==> src/rtl/switch_register_pkg.sv <==
// Purpose: constants and types shared by the local switch register design
// Assumes: one 200 MHz system clock
// Notes:   staggered source change delays are given in ns and converted to cycles

package switch_register_pkg;

    // -------------------------------------------------------------------
    // sizes
    // -------------------------------------------------------------------
    localparam int unsigned DATA_BITS = 16;
    localparam int unsigned LAMP_COUNT = 18;
    localparam int unsigned TOUCH_COUNT = DATA_BITS + 2;

    // -------------------------------------------------------------------
    // timing
    // -------------------------------------------------------------------
    localparam int unsigned CLOCK_MHZ = 200;
    localparam int unsigned STAGGER_NS = 100;
    localparam int unsigned STAGGER_CYCLES = (STAGGER_NS * CLOCK_MHZ + 999) / 1000;
    localparam int unsigned STAGGER_WIDTH = $clog2(STAGGER_CYCLES + 1);
    localparam logic [STAGGER_WIDTH-1:0] STAGGER_LAST =
        STAGGER_WIDTH'(STAGGER_CYCLES - 1);
    localparam logic [STAGGER_WIDTH-1:0] STAGGER_ZERO = '0;

    // -------------------------------------------------------------------
    // reset values and positions
    // -------------------------------------------------------------------
    localparam logic [DATA_BITS-1:0] DATA_CLEAR = 16'h0000;
    localparam int unsigned LOAD_INDEX = DATA_BITS;
    localparam int unsigned RETURN_INDEX = DATA_BITS + 1;

    typedef enum logic [1:0] {
        SRC_REMOTE,
        SRC_TO_LOCAL,
        SRC_LOCAL,
        SRC_TO_REMOTE
    } source_state_t;

endpackage

==> src/rtl/touch_bus_if.sv <==
// Purpose: carries touch detect pulses between the edge detector and the top
// Assumes: single clock domain
// Notes:   raw touches go in, one-cycle pulses come out

`timescale 1ns/100ps
`default_nettype none

interface touch_bus_if
    import switch_register_pkg::*;
();
    logic [TOUCH_COUNT:0] level;
    logic [TOUCH_COUNT:0] pulse;
    logic                 sense_enable;

    modport detector (input level, input sense_enable, output pulse);
    modport user (output level, output sense_enable, input pulse);
endinterface

`default_nettype wire

==> src/rtl/local_switch_register.sv <==
// Purpose: local front panel switch register with staggered source change
// Assumes: one 200 MHz clock; touch inputs synchronised inside
// Notes:   no register bus, every control and status bit is a port
//          source changes are staggered so both sources never swap in one cycle
//          the two top lamps stay dark while local data is shown
//
// Operation
// sixteen bits, each touch toggles, local only
// load and return touches give one event
// clear touch in local zeroes all bits
// clear ignored while remote selected
// to local: enable register, then inhibit remote
// to remote: enable remote, then inhibit register
// delayed change-over avoids false gate or flag
// touch sensing enabled only in local
// eighteen lamps show selected source ones
// synchronise touches, act on rising edge

`timescale 1ns/100ps
`default_nettype none

module local_switch_register
    import switch_register_pkg::*;
(
    // clock and reset
    input  wire logic                  clock,
    input  wire logic                  rst,
    // operator panel
    input  wire logic                  source_local,
    input  wire logic [DATA_BITS-1:0]  bit_touch,
    input  wire logic                  load_touch,
    input  wire logic                  return_touch,
    input  wire logic                  clear_touch,
    // remote source state shown on lamps
    input  wire logic [LAMP_COUNT-1:0] remote_lamp_data,
    // outputs
    output var logic [DATA_BITS-1:0]   local_data,
    output logic                       load_event,
    output logic                       return_event,
    output var logic                   local_select,
    output var logic                   remote_inhibit,
    output var logic                   sense_enable,
    output var logic [LAMP_COUNT-1:0]  lamp
);

    touch_bus_if touches ();

    source_state_t              state;
    source_state_t              next_state;
    logic [STAGGER_WIDTH-1:0]   count;
    logic [STAGGER_WIDTH-1:0]   next_count;
    logic                       next_local_select;
    logic                       next_remote_inhibit;
    logic [DATA_BITS-1:0]       next_local_data;
    logic [LAMP_COUNT-1:0]      next_lamp;
    logic                       clear_pulse;
    logic                       stagger_done;
    logic [DATA_BITS-1:0]       toggled;
    logic [LAMP_COUNT-1:0]      local_items;

    // -------------------------------------------------------------------
    // touch detection
    // -------------------------------------------------------------------
    // a touch held while entering local gives nothing until it is released
    // and touched again, so a resting finger cannot flip a bit
    assign touches.level[DATA_BITS-1:0] = bit_touch;
    assign touches.level[LOAD_INDEX] = load_touch;
    assign touches.level[RETURN_INDEX] = return_touch;
    assign touches.level[TOUCH_COUNT] = clear_touch;
    assign touches.sense_enable = local_select;

    touch_edge edge_detect (
        .clock (clock),
        .rst   (rst),
        .bus   (touches)
    );

    // -------------------------------------------------------------------
    // panel events and status
    // -------------------------------------------------------------------
    assign load_event = touches.pulse[LOAD_INDEX];
    assign return_event = touches.pulse[RETURN_INDEX];
    assign sense_enable = local_select;

    // -------------------------------------------------------------------
    // clear request
    // -------------------------------------------------------------------
    // detector pulses are masked from the second remote cycle on; this term also ties
    // the clear to local selection so remote can never preset the bits
    assign clear_pulse = touches.pulse[TOUCH_COUNT] & local_select;

    // -------------------------------------------------------------------
    // source selection sequencer
    // -------------------------------------------------------------------
    // enabling the register and inhibiting the remote source in one cycle
    // could glitch the gate and flag lines, so the two are staggered
    assign stagger_done = (count == STAGGER_ZERO);

    always_comb begin
        next_state = state;
        next_count = count;
        next_local_select = local_select;
        next_remote_inhibit = remote_inhibit;
        case (state)
            SRC_REMOTE: begin
                // register enabled first, remote inhibit follows later
                if (source_local) begin
                    next_local_select = 1'b1;
                    next_count = STAGGER_LAST;
                    next_state = SRC_TO_LOCAL;
                end
            end
            SRC_TO_LOCAL: begin
                // a change of the switch here is taken after the stagger
                if (!stagger_done) begin
                    next_count = count - 1'b1;
                end else begin
                    next_remote_inhibit = 1'b1;
                    next_state = SRC_LOCAL;
                end
            end
            SRC_LOCAL: begin
                // remote released first, register inhibited later
                if (!source_local) begin
                    next_remote_inhibit = 1'b0;
                    next_count = STAGGER_LAST;
                    next_state = SRC_TO_REMOTE;
                end
            end
            SRC_TO_REMOTE: begin
                // register stays enabled until the remote source is live
                if (!stagger_done) begin
                    next_count = count - 1'b1;
                end else begin
                    next_local_select = 1'b0;
                    next_state = SRC_REMOTE;
                end
            end
            default: begin
                next_state = SRC_REMOTE;
                next_count = STAGGER_ZERO;
                next_local_select = 1'b0;
                next_remote_inhibit = 1'b0;
            end
        endcase
    end

    always_ff @(posedge clock or posedge rst) begin
        if (rst) begin
            state <= SRC_REMOTE;
            count <= STAGGER_ZERO;
            local_select <= 1'b0;
            remote_inhibit <= 1'b0;
        end else begin
            state <= next_state;
            count <= next_count;
            local_select <= next_local_select;
            remote_inhibit <= next_remote_inhibit;
        end
    end

    // -------------------------------------------------------------------
    // local data, one toggle per bit
    // -------------------------------------------------------------------
    // clear wins over a toggle that lands in the same cycle
    for (genvar b = 0; b < DATA_BITS; b++) begin : g_toggle
        always_comb begin
            if (clear_pulse) begin
                toggled[b] = DATA_CLEAR[b];
            end else if (touches.pulse[b]) begin
                toggled[b] = ~local_data[b];
            end else begin
                toggled[b] = local_data[b];
            end
        end
    end

    always_comb begin
        next_local_data = toggled;
    end

    always_ff @(posedge clock or posedge rst) begin
        if (rst) begin
            local_data <= DATA_CLEAR;
        end else begin
            local_data <= next_local_data;
        end
    end

    // -------------------------------------------------------------------
    // lamps, one cycle behind the selected source
    // -------------------------------------------------------------------
    // local has no items behind the two top lamps, so they stay dark
    assign local_items = LAMP_COUNT'(local_data);

    for (genvar n = 0; n < LAMP_COUNT; n++) begin : g_lamp
        always_comb begin
            if (remote_inhibit) begin
                next_lamp[n] = local_items[n];
            end else begin
                next_lamp[n] = remote_lamp_data[n];
            end
        end
    end

    always_ff @(posedge clock or posedge rst) begin
        if (rst) begin
            lamp <= '0;
        end else begin
            lamp <= next_lamp;
        end
    end

endmodule

`default_nettype wire

==> src/rtl/touch_edge.sv <==
// Purpose: synchronise touch levels and produce one pulse per touch
// Assumes: touch inputs may be asynchronous to the clock
// Notes:   pulses only for edges sampled while sensing is enabled, seen one cycle later

`timescale 1ns/100ps
`default_nettype none

module touch_edge
    import switch_register_pkg::*;
(
    // clock and reset
    input  wire logic    clock,
    input  wire logic    rst,
    // touch path
    touch_bus_if.detector bus
);

    logic [TOUCH_COUNT:0] sync_a;
    logic [TOUCH_COUNT:0] sync_b;
    logic [TOUCH_COUNT:0] last;
    logic [TOUCH_COUNT:0] next_last;
    logic [TOUCH_COUNT:0] next_pulse;

    // -------------------------------------------------------------------
    // rising edge detect, masked when sensing is off
    // -------------------------------------------------------------------
    always_comb begin
        next_last = bus.sense_enable ? sync_b : '1;
        next_pulse = next_last & ~last;
    end

    always_ff @(posedge clock or posedge rst) begin
        if (rst) begin
            sync_a <= '0;
            sync_b <= '0;
            last <= '1;
            bus.pulse <= '0;
        end else begin
            sync_a <= bus.level;
            sync_b <= sync_a;
            last <= next_last;
            bus.pulse <= bus.sense_enable ? next_pulse : '0;
        end
    end

endmodule

`default_nettype wire

==> config.mk <==
export PLATFORM = sky130hd
export DESIGN_NAME = local_switch_register
export DESIGN_NICKNAME = d
export VERILOG_FILES = /design/src/rtl/switch_register_pkg.sv /design/src/rtl/touch_bus_if.sv /design/src/rtl/local_switch_register.sv /design/src/rtl/touch_edge.sv
export SDC_FILE = /design/constraint.sdc
export NUM_CORES = 1
export LEC_CHECK = 0
export BUFFER_PORTS_ARGS = -buffer_cell sky130_fd_sc_hd__buf_2
export CORE_MARGIN = 5
export CORE_UTILIZATION = 49
export CTS_CLUSTER_DIAMETER = 100
export DETAILED_ROUTE_END_ITERATION = 10
export PLACE_DENSITY_LB_ADDON = 0.12
export SLEW_MARGIN = 20
export SYNTH_ARGS = -nofsm -noshare
export SYNTH_HDL_FRONTEND = slang
export SYNTH_HIERARCHICAL = 1
export SYNTH_SLANG_ARGS = --single-unit
==> constraint.sdc <==
create_clock -name clock -period 2.3 [get_ports clock]
set_input_delay 0.23 -clock clock [delete_from_list [all_inputs] [get_ports clock]]
set_output_delay 0.23 -clock clock [all_outputs]
set_load 0.01 [all_outputs]
==> impl_metrics.json, run 1 <==
{
  "syn_to_final_growth_pct": 36.3,
  "core.rowCount": 33,
  "worst_slew_pin_slew_ns": 0.871,
  "tns_ns": 0,
  "power.total_uw": 6370,
  "syn_nets": 309,
  "ioPinCount": 79,
  "final_nets": 437,
  "clkPwrFrac_pct": 41.1,
  "switching_share_pct": 26.4,
  "synth_area_mm2": 0.00408,
  "path_cells": "buf_2",
  "max_freq_mhz": 543,
  "max_slew_margin_pct": 41.9,
  "die_w_um": 101,
  "initial_core_util_pct": 49.9,
  "worstHoldPathCells": 3,
  "cts.reportedPaths.clkPinSlew_ns": 0.06,
  "comb_power_share_pct": 17.2,
  "root_buffer": "clkbuf_8",
  "cts_buffers": 17,
  "synthArstFlopShare_pct": 100,
  "via_count": 2296,
  "cap_violations": 0,
  "slew_violations": 0,
  "period_needed_ns": 1.84,
  "cts_resized": 0,
  "die_h_um": 101,
  "nFillCells": 592,
  "cp_data_required_time_ns": 2.07,
  "wl_per_cell_um": 13.0,
  "synthFlopType": "dfrtp_1",
  "layout_setup_ws_ns": 0.457,
  "drc": 0,
  "ys_seq_area_share_pct": 73.6,
  "die_area_mm2": 0.0102,
  "crit_fanout": 21,
  "clock_skew_ns": 0.0119,
  "setup_viol": 0,
  "stdcell_count": 510,
  "grt.overflow.total": 0,
  "hold_violations": 0,
  "yosysUniqueCellTypes": 32,
  "grt_start_max_net_pins": 77,
  "p_switching_uw": 1680,
  "crit_family": "flip-flops",
  "ff2ff_path_depth": 5,
  "grt_pass1_vias": 2345,
  "yosys-top-cells-count": "dfrtp_1 (100), nand2b_1 (20), and3b_1 (19), dfstp_2 (19), nor2_1 (19)",
  "synth_top_area_share_pct": 61.3,
  "synth.ff_latch_count": 119,
  "place_inst": 440,
  "vias_per_cell": 4.50,
  "cp_slowest_cell": "dfrtp_1",
  "dp_slack_ns": 0.637,
  "critPathKind": "register to output port",
  "cts.path.max_buffers": 2,
  "avgSynthCellArea_um2": 15.5,
  "io_buffers": 78,
  "cts_tree": "yes",
  "synthTopCellsByArea": "dfrtp_1 (61%), dfstp_2 (12%), mux2_2 (4.7%)",
  "p_int_uw": 4680,
  "vdd_drop_max_mv": 0.643,
  "power_frac_seq_pct": 41.7,
  "synth_edf_count": 0,
  "dp_hpwl_um": 4120,
  "ys.warnings.count": 6,
  "hold_class": "primary input to register",
  "cts_sinks": 119,
  "crit_path_start_kind": "register",
  "first_pass_iters": 4,
  "grt_antenna_before_repair": 0,
  "antenna_cells": 0,
  "drt_iter0_drc": 68,
  "cellPowerDensity_mw_per_mm2": 1140,
  "ctsHtreeMaxLevel": 4,
  "worst-path-buf-inv": 1,
  "max_stage_delay_ns": 0.85,
  "drt-total-wl_um": 6650,
  "fin_hold_ws_ns": 0.0560,
  "placeableCoreArea_mm2": 0.00818,
  "cp.depth": 1,
  "critical_path.endpoint_type": "output port",
  "rsz0062_at_grt": "false",
  "status": "complete, no violations",
  "p_leak_uw": 0.00267,
  "grt_pass1_wl_um": 11400,
  "syn_inst": 264,
  "finalCritPeriodShare_pct": 80.1,
  "ant_nets": 0,
  "grtUsageTotal_pct": 14.5,
  "cp.arrival_ns": 1.61,
  "drive_gt1_share_pct": 38.3,
  "gp_congestion": 0.783,
  "clk_latency_ns": 0.50,
  "yosysMostFrequentCell": "dfrtp_1",
  "synth_largest_area_cell": "dfrtp_1"
}
-- registers in the layout, summed over array words and instances, names as in the netlist --
name                   flops
edge_detect/bus.pulse     19
edge_detect/last          19
edge_detect/sync_a        19
edge_detect/sync_b        19
lamp                      18
local_data                16
count                      5
state                      2
local_select               1
remote_inhibit             1
-- cell families after synthesis --
| family | count (synthesis) | share of synthesized area, % |
|---|---|---|
| mux | 21 | 5.80 |
| xor+xnor | 16 | 3.44 |
| fa+ha+maj | 5 | 1.53 |
| buf+inv | 18 | 2.18 |
| simple gates | 70 | 10.9 |
| flops | 119 | 73.6 |
| compound gates | 15 | 2.55 |
-- final cells by class --
cell class                      count  area (µm²)  area share, %
Tap cell                          105         131           2.36
Timing Repair Buffer              118         798           14.4
Clock buffer                       19         432           7.76
Multi-Input combinational cell    127         988           17.8
Clock inverter                     13         175           3.15
Sequential cell                   119        3000           54.0
Inverter                            9        35.0          0.630
-- power by group through the flow --
| stage | clock [µW] | combinational [µW] | sequential (µW) |
|---|---|---|---|
| 3_5_place_dp | 0 | 1050 | 2690 |
| 6_report | 2620 | 1100 | 2650 |
| 5_1_grt | 2780 | 1220 | 2690 |
| 3_3_place_gp | 0 | 1030 | 2670 |
| 2_1_floorplan | 0 | 656 | 2690 |
| 4_1_cts | 2670 | 1110 | 2660 |
-- layout by cell type, fill, tap and decap left out, types with 2 or more instances in the layout --
| cell type | count |
|---|---|
| dlygate4sd3_1 | 38 |
| clkbuf_16 | 16 |
| inv_1 | 7 |
| nor2_1 | 19 |
| and3b_1 | 19 |
| nand2_1 | 2 |
| mux2i_1 | 3 |
| mux2_2 | 17 |
| dfrtp_1 | 100 |
| nor3_1 | 4 |
| bufinv_16 | 3 |
| clkinvlp_4 | 4 |
| nand2b_1 | 20 |
| xnor2_1 | 16 |
| ha_1 | 5 |
| nor2b_1 | 2 |
| buf_2 | 78 |
| o21ai_0 | 5 |
| clkbuf_8 | 2 |
| clkinv_4 | 5 |
| a21oi_1 | 2 |
| dfstp_2 | 19 |
-- tightest hold or removal path, stage by stage --
cell     delay, ns
buf_2         0.14
o21ai_0       0.08
o21ai_0       0.07
-- routing by layer --
layer	up-vias	track usage, %	part of all wire [%]
met3	2	5.23	5.5
met5	-	0	0
met1	1098	19.6	46
met4	0	5.83	0.59
li1	1134	-	-
met2	62	21.4	48
-- path summary, 6_finish.rpt --
| path | from | end | slack (ns) |
|---|---|---|---|
| max | remote_inhibit | remote_inhibit | 0.46 |
| min | source_local | remote_inhibit | 0.06 |
| max reg2reg | count[0] | state[1] | 0.62 |
| min reg2reg | edge_detect/sync_a[17] | edge_detect/sync_b[17] | 0.34 |
| max in group asynchronous | rst | local_data[6] | 1.26 |
| min in group asynchronous | rst | edge_detect/sync_b[9] | 0.35 |
-- repair_timing --
action / 4_1_cts / 5_1_grt
hold endpoints to repair: 137 / 0
buffers inserted: 0 / 0
hold buffers: 38 / 0
-- per-stage QoR --
stage	util, %	cell area (µm²)
2_1_floorplan	-	4080
3_3_place_gp	56.0	4570
3_5_place_dp	56.0	4570
4_1_cts	68.0	5560
5_1_grt	68.0	5560
6_report	68.0	5560
No activity file was read; power rests on OpenSTA's default activity.
==> run 2: changes to the inputs <==
==> constraint.sdc (replaced) <==
create_clock -name clock -period 1.65 [get_ports clock]
set_input_delay 0.165 -clock clock [delete_from_list [all_inputs] [get_ports clock]]
set_output_delay 0.165 -clock clock [all_outputs]
set_load 0.01 [all_outputs]
==> run 2 against run 1 <==
Compared with the run above: die area unchanged; clock skew rose by 0.0020 ns; sequential share of layout area shrank 0.71 points; worst hold slack better by 0.24 ns; critical path depth rose by 5; global-route usage up 0.099 points; critical path type is now register to register; largest cell class unchanged; largest power group unchanged.
==> impl_metrics.json, run 2 (synthesis results as in run 1) <==
{
  "grtUsageTotal_pct": 14.6,
  "drive_gt1_share_pct": 39.9,
  "hold_violations": 0,
  "cts_tree": "yes",
  "die_w_um": 101,
  "rr_endpoint": "state[1]",
  "finalCritPeriodShare_pct": 93.3,
  "placeableCoreArea_mm2": 0.00818,
  "drt-total-wl_um": 6750,
  "cts_buffers": 17,
  "placed_area_mm2": 0.00464,
  "worst_slew_pin_slew_ns": 0.524,
  "period_needed_ns": 1.54,
  "crit_path_start_kind": "register",
  "path_cells": "inv_1 > ha_1 > nor4b_4 > buf_4 > o21ai_2 > mux2_4",
  "final_cell_mix": "dfrtp_1 (100), buf_2 (78), dlygate4sd3_1 (39)",
  "layout_setup_ws_ns": 0.111,
  "setup_viol": 0,
  "cts.path.max_buffers": 2,
  "final_common_cell": "dfrtp_1",
  "cp_slowest_cell": "dfrtp_1",
  "ff2ff_path_depth": 6,
  "cellPowerDensity_mw_per_mm2": 1570,
  "ff2ff_setup_slack_ns": 0.11,
  "final_nets": 448,
  "grt_start_max_net_pins": 53,
  "critical_path.endpoint_type": "register",
  "fin_area_mm2": 0.00564,
  "hold_class": "primary input to async pin",
  "cp_data_required_time_ns": 2.02,
  "syn_to_final_growth_pct": 38.2,
  "dp_slack_ns": -0.0127,
  "antenna_cells": 0,
  "status": "complete, no violations",
  "fin_hold_ws_ns": 0.301,
  "grt_antenna_before_repair": 0,
  "grt_pass1_wl_um": 11500,
  "slew_violations": 0,
  "first_pass_iters": 4,
  "gp_congestion": 0.779,
  "clk_latency_ns": 0.50,
  "via_count": 2352,
  "grt.overflow.total": 0,
  "core.rowCount": 33,
  "vdd_drop_max_mv": 0.819,
  "io_buffers": 78,
  "initial_core_util_pct": 49.9,
  "crit_fanout": 3,
  "cp.arrival_ns": 1.91,
  "ant_nets": 0,
  "rsz0062_at_grt": "false",
  "die_area_mm2": 0.0102,
  "max_freq_mhz": 650,
  "wl_per_cell_um": 12.9,
  "die_h_um": 101,
  "ctsHtreeMaxLevel": 4,
  "cts_sinks": 119,
  "dp_hpwl_um": 4280,
  "fin_util_pct": 68.9,
  "drc": 0,
  "cts.reportedPaths.clkPinSlew_ns": 0.06,
  "grt_pass1_vias": 2424,
  "max_slew_margin_pct": 65.1,
  "max_stage_delay_ns": 0.37,
  "p_leak_uw": 0.00273,
  "tns_ns": 0,
  "r2r_start": "count[0]",
  "clock_skew_ns": 0.0138,
  "vias_per_cell": 4.51,
  "cap_violations": 0,
  "root_buffer": "clkbuf_8",
  "critPathKind": "register to register",
  "drt_iter0_drc": 72,
  "ioPinCount": 79
}
==> run 2: cell types whose count changed in the layout (fill, tap and decap cells not counted), sizes merged <==
cell / previous run / this run
clkinvlp: 4 / 2
bufinv: 3 / 2
inv: 9 / 13
buf: 80 / 90
clkinv: 6 / 5
dlygate4sd3: 38 / 39
==> run 2: cell type report <==
cell class | count | area (µm²)
flip-flops and latches | 119 | 3000
fillers | 594 | 2540
repair buffers | 129 | 896
clock inverters | 13 | 144
clock buffers | 19 | 432
inverters | 9 | 37.5
multi-input cells | 127 | 993
well taps | 105 | 131
==> run 2: worst max-delay path by stage <==
stage                           to      from  slack (ns)  depth (start not counted)
after detailed placement  count[1]  state[0]       -0.01                          5
after CTS                 count[4]  state[0]        0.06                          5
after global placement    count[1]  state[0]        0.09                          5
final                     state[1]  count[0]        0.11                          6
after global routing      state[1]  count[1]       0.007                          6
after floorplan           count[2]  count[0]        0.13                          5
==> run 2: layer usage <==
metal | track usage (%) | vias up | part of all wire, %
li1 | - | 1146 | -
met1 | 20.0 | 1146 | 46
met2 | 21.7 | 56 | 47
met3 | 4.89 | 4 | 5.5
met4 | 5.52 | 0 | 0.74
met5 | 0 | - | 0
==> run 2: metrics by stage <==
step	total power (µW)	std cells
2_1_floorplan	4670	264
3_3_place_gp	5230	447
3_5_place_dp	5280	447
4_1_cts	8900	518
5_1_grt	9280	521
6_report	8820	521
==> run 2: power by group <==
| part | switching, µW | total, µW | internal (µW) | leakage (µW) |
|---|---|---|---|---|
| Combinational | 848 | 1740 | 887 | 0.00104 |
| Clock | 1280 | 3490 | 2210 | 0.000284 |
| Sequential | 237 | 3600 | 3360 | 0.00141 |
| Total | 2370 | 8820 | 6460 | 0.00273 |
==> run 2: what timing repair did <==
action | CTS | global route
setup buffers | 0 | 3
endpoints found under the setup margin | 1 | 3
pin swaps | 0 | 0
endpoints found under the hold margin | 138 | 0
resized for setup | 1 | 1
cloned | 0 | 0
hold buffers | 39 | 0
==> run 2: worst max-delay path, delay by kind of cell (launching register included) <==
family                     cells  cell delay (ns)
AOI/OAI and AO/OA              1             0.06
adders and majority gates      1             0.19
buffers and inverters          2             0.25
DFF                            1             0.37
muxes                          1             0.30
and+or+nand+nor                1             0.25
==> run 3: changes to the inputs <==
--- a/config.mk
+++ b/config.mk
@@ -5,7 +5,7 @@
 export SDC_FILE = /design/constraint.sdc
 export NUM_CORES = 1
 export LEC_CHECK = 0
-export BUFFER_PORTS_ARGS = -buffer_cell sky130_fd_sc_hd__buf_2
+export BUFFER_PORTS_ARGS = -buffer_cell sky130_fd_sc_hd__buf_4
 export CORE_MARGIN = 5
 export CORE_UTILIZATION = 49
 export CTS_CLUSTER_DIAMETER = 100
==> run 3 against run 2 <==
Compared with the run above: count of clock-buffer cells in the layout up 3; non-clock buffer count decreased by 3; critical path depth down 1; global-route usage increased by 0.43 points; largest power group unchanged.
==> impl_metrics.json, run 3 (synthesis results as in run 1) <==
{
  "status": "complete, no violations",
  "max_freq_mhz": 625,
  "max_slew_margin_pct": 64.9,
  "cts.reportedPaths.clkPinSlew_ns": 0.06,
  "grt_start_max_net_pins": 44,
  "stdcell_count": 518,
  "period_needed_ns": 1.60,
  "cts.path.max_buffers": 2,
  "place_inst": 447,
  "grtUsageTotal_pct": 15.0,
  "wl_per_cell_um": 13.2,
  "cts_buffers": 17,
  "drive_gt1_share_pct": 40.2,
  "cp.arrival_ns": 1.96,
  "initial_core_util_pct": 49.9,
  "switching_share_pct": 26.4,
  "drt_iter0_drc": 50,
  "rsz0062_at_grt": "true",
  "nFillCells": 561,
  "drt-total-wl_um": 6850,
  "grt.overflow.total": 0,
  "setup_viol": 0,
  "worst_slew_pin_slew_ns": 0.526,
  "critical_path.endpoint_type": "register",
  "ctsHtreeMaxLevel": 4,
  "vdd_drop_max_mv": 0.770,
  "clock_skew_ns": 0.00914,
  "slew_violations": 0,
  "ioPinCount": 79,
  "die_h_um": 101,
  "grt_antenna_before_repair": 0,
  "clk_latency_ns": 0.50,
  "antenna_cells": 0,
  "io_buffers": 78,
  "die_area_mm2": 0.0102,
  "finalCritPeriodShare_pct": 96.9,
  "final_cell_mix": "dfrtp_1 (100), buf_4 (85), dlygate4sd3_1 (39)",
  "syn_to_final_growth_pct": 42.5,
  "clkPwrFrac_pct": 37.4,
  "critPathKind": "register to register",
  "ant_nets": 0,
  "cts_tree": "yes",
  "fin_hold_ws_ns": 0.305,
  "p_int_uw": 6550,
  "grt_pass1_vias": 2403,
  "drc": 0,
  "gp_congestion": 0.720,
  "grt_pass1_wl_um": 11500,
  "core.rowCount": 33,
  "via_count": 2350,
  "crit_fanout": 5,
  "root_buffer": "clkbuf_8",
  "power_frac_seq_pct": 41.2,
  "hold_class": "primary input to register",
  "crit_path_start_kind": "register",
  "cap_violations": 0,
  "vias_per_cell": 4.54,
  "hold_violations": 0,
  "cellPowerDensity_mw_per_mm2": 1530,
  "comb_power_share_pct": 21.4,
  "placeableCoreArea_mm2": 0.00818,
  "cts_sinks": 119,
  "p_leak_uw": 0.00276,
  "p_switching_uw": 2350,
  "final_common_cell": "dfrtp_1",
  "cp_data_required_time_ns": 2.01,
  "die_w_um": 101,
  "dp_hpwl_um": 4340,
  "fin_util_pct": 71.1,
  "first_pass_iters": 4,
  "final_nets": 445
}
==> run 3: changes by cell type in the layout (fill, tap and decap cells not counted), sizes merged <==
| cell | before | now |
|---|---|---|
| inv | 13 | 9 |
| buf | 90 | 87 |
| clkbuf | 19 | 22 |
| clkinvlp | 2 | 4 |
| bufinv | 2 | 1 |
==> run 3: worst paths after layout <==
path,depth (start not counted),end,startpoint,slack (ns)
hold / removal,2,edge_detect/sync_a[3],bit_touch[3],0.30
setup reg to reg,5,count[4],state[0],0.05
min in group asynchronous,4,edge_detect/bus.pulse[11],rst,0.35
max in group asynchronous,4,edge_detect/last[18],rst,0.90
hold reg to reg,0,edge_detect/sync_b[17],edge_detect/sync_a[17],0.35
setup / recovery,5,count[4],state[0],0.05
==> run 3: metrics by stage <==
step | total power, µW | setup WS [ns] | cell area, µm² | setup TNS [ns]
2_1_floorplan | 4670 | 0.134 | 4080 | 0
3_3_place_gp | 5420 | 0.0877 | 4840 | 0
3_5_place_dp | 5490 | 0.0175 | 4840 | 0
4_1_cts | 9000 | 0.0442 | 5800 | 0
5_1_grt | 9380 | -0.0311 | 5810 | -0.0881
6_report | 8900 | 0.0504 | 5810 | 0
==> run 3: power groups by stage <==
stage	combinational [µW]	sequential, µW	clock [µW]
global route	2080	3720	3580
finish	1900	3670	3330
detailed placement	1780	3710	0
floorplan	915	3760	0
global placement	1730	3690	0
CTS	1910	3670	3420
==> run 3: cell type report <==
| cell class | count | area [µm²] | share of cell area (%) |
|---|---|---|---|
| flip-flops and latches | 119 | 3000 | 51.6 |
| repair buffers | 126 | 1070 | 18.4 |
| multi-input cells | 127 | 1010 | 17.4 |
| clock buffers | 22 | 463 | 7.96 |
| well taps | 105 | 131 | 2.26 |
| clock inverters | 10 | 97.6 | 1.68 |
| inverters | 9 | 37.5 | 0.646 |
==> run 3: metal layers <==
metal,routed length [µm],part of all wire (%),vias up,track usage [%]
met5,0,0,-,0
met4,87,1.3,0,6.65
met3,400,5.8,8,5.65
met2,3330,49,58,22.8
met1,3030,44,1137,19.3
li1,-,-,1147,-
==> run 3: worst max-delay path, stage by stage, from the launching register on <==
cell     delay [ns]
dfrtp_1        0.41
inv_1          0.09
ha_1           0.28
mux2_2         0.35
o41ai_2        0.21
o21ai_0        0.12
==> run 3: timing repair <==
action                     4_1_cts  5_1_grt
gates resized for setup          2        3
setup endpoints to repair        3        4
hold buffers                    39        0
hold endpoints to repair       138        0
buffers inserted                 0        0
cloned                           0        0
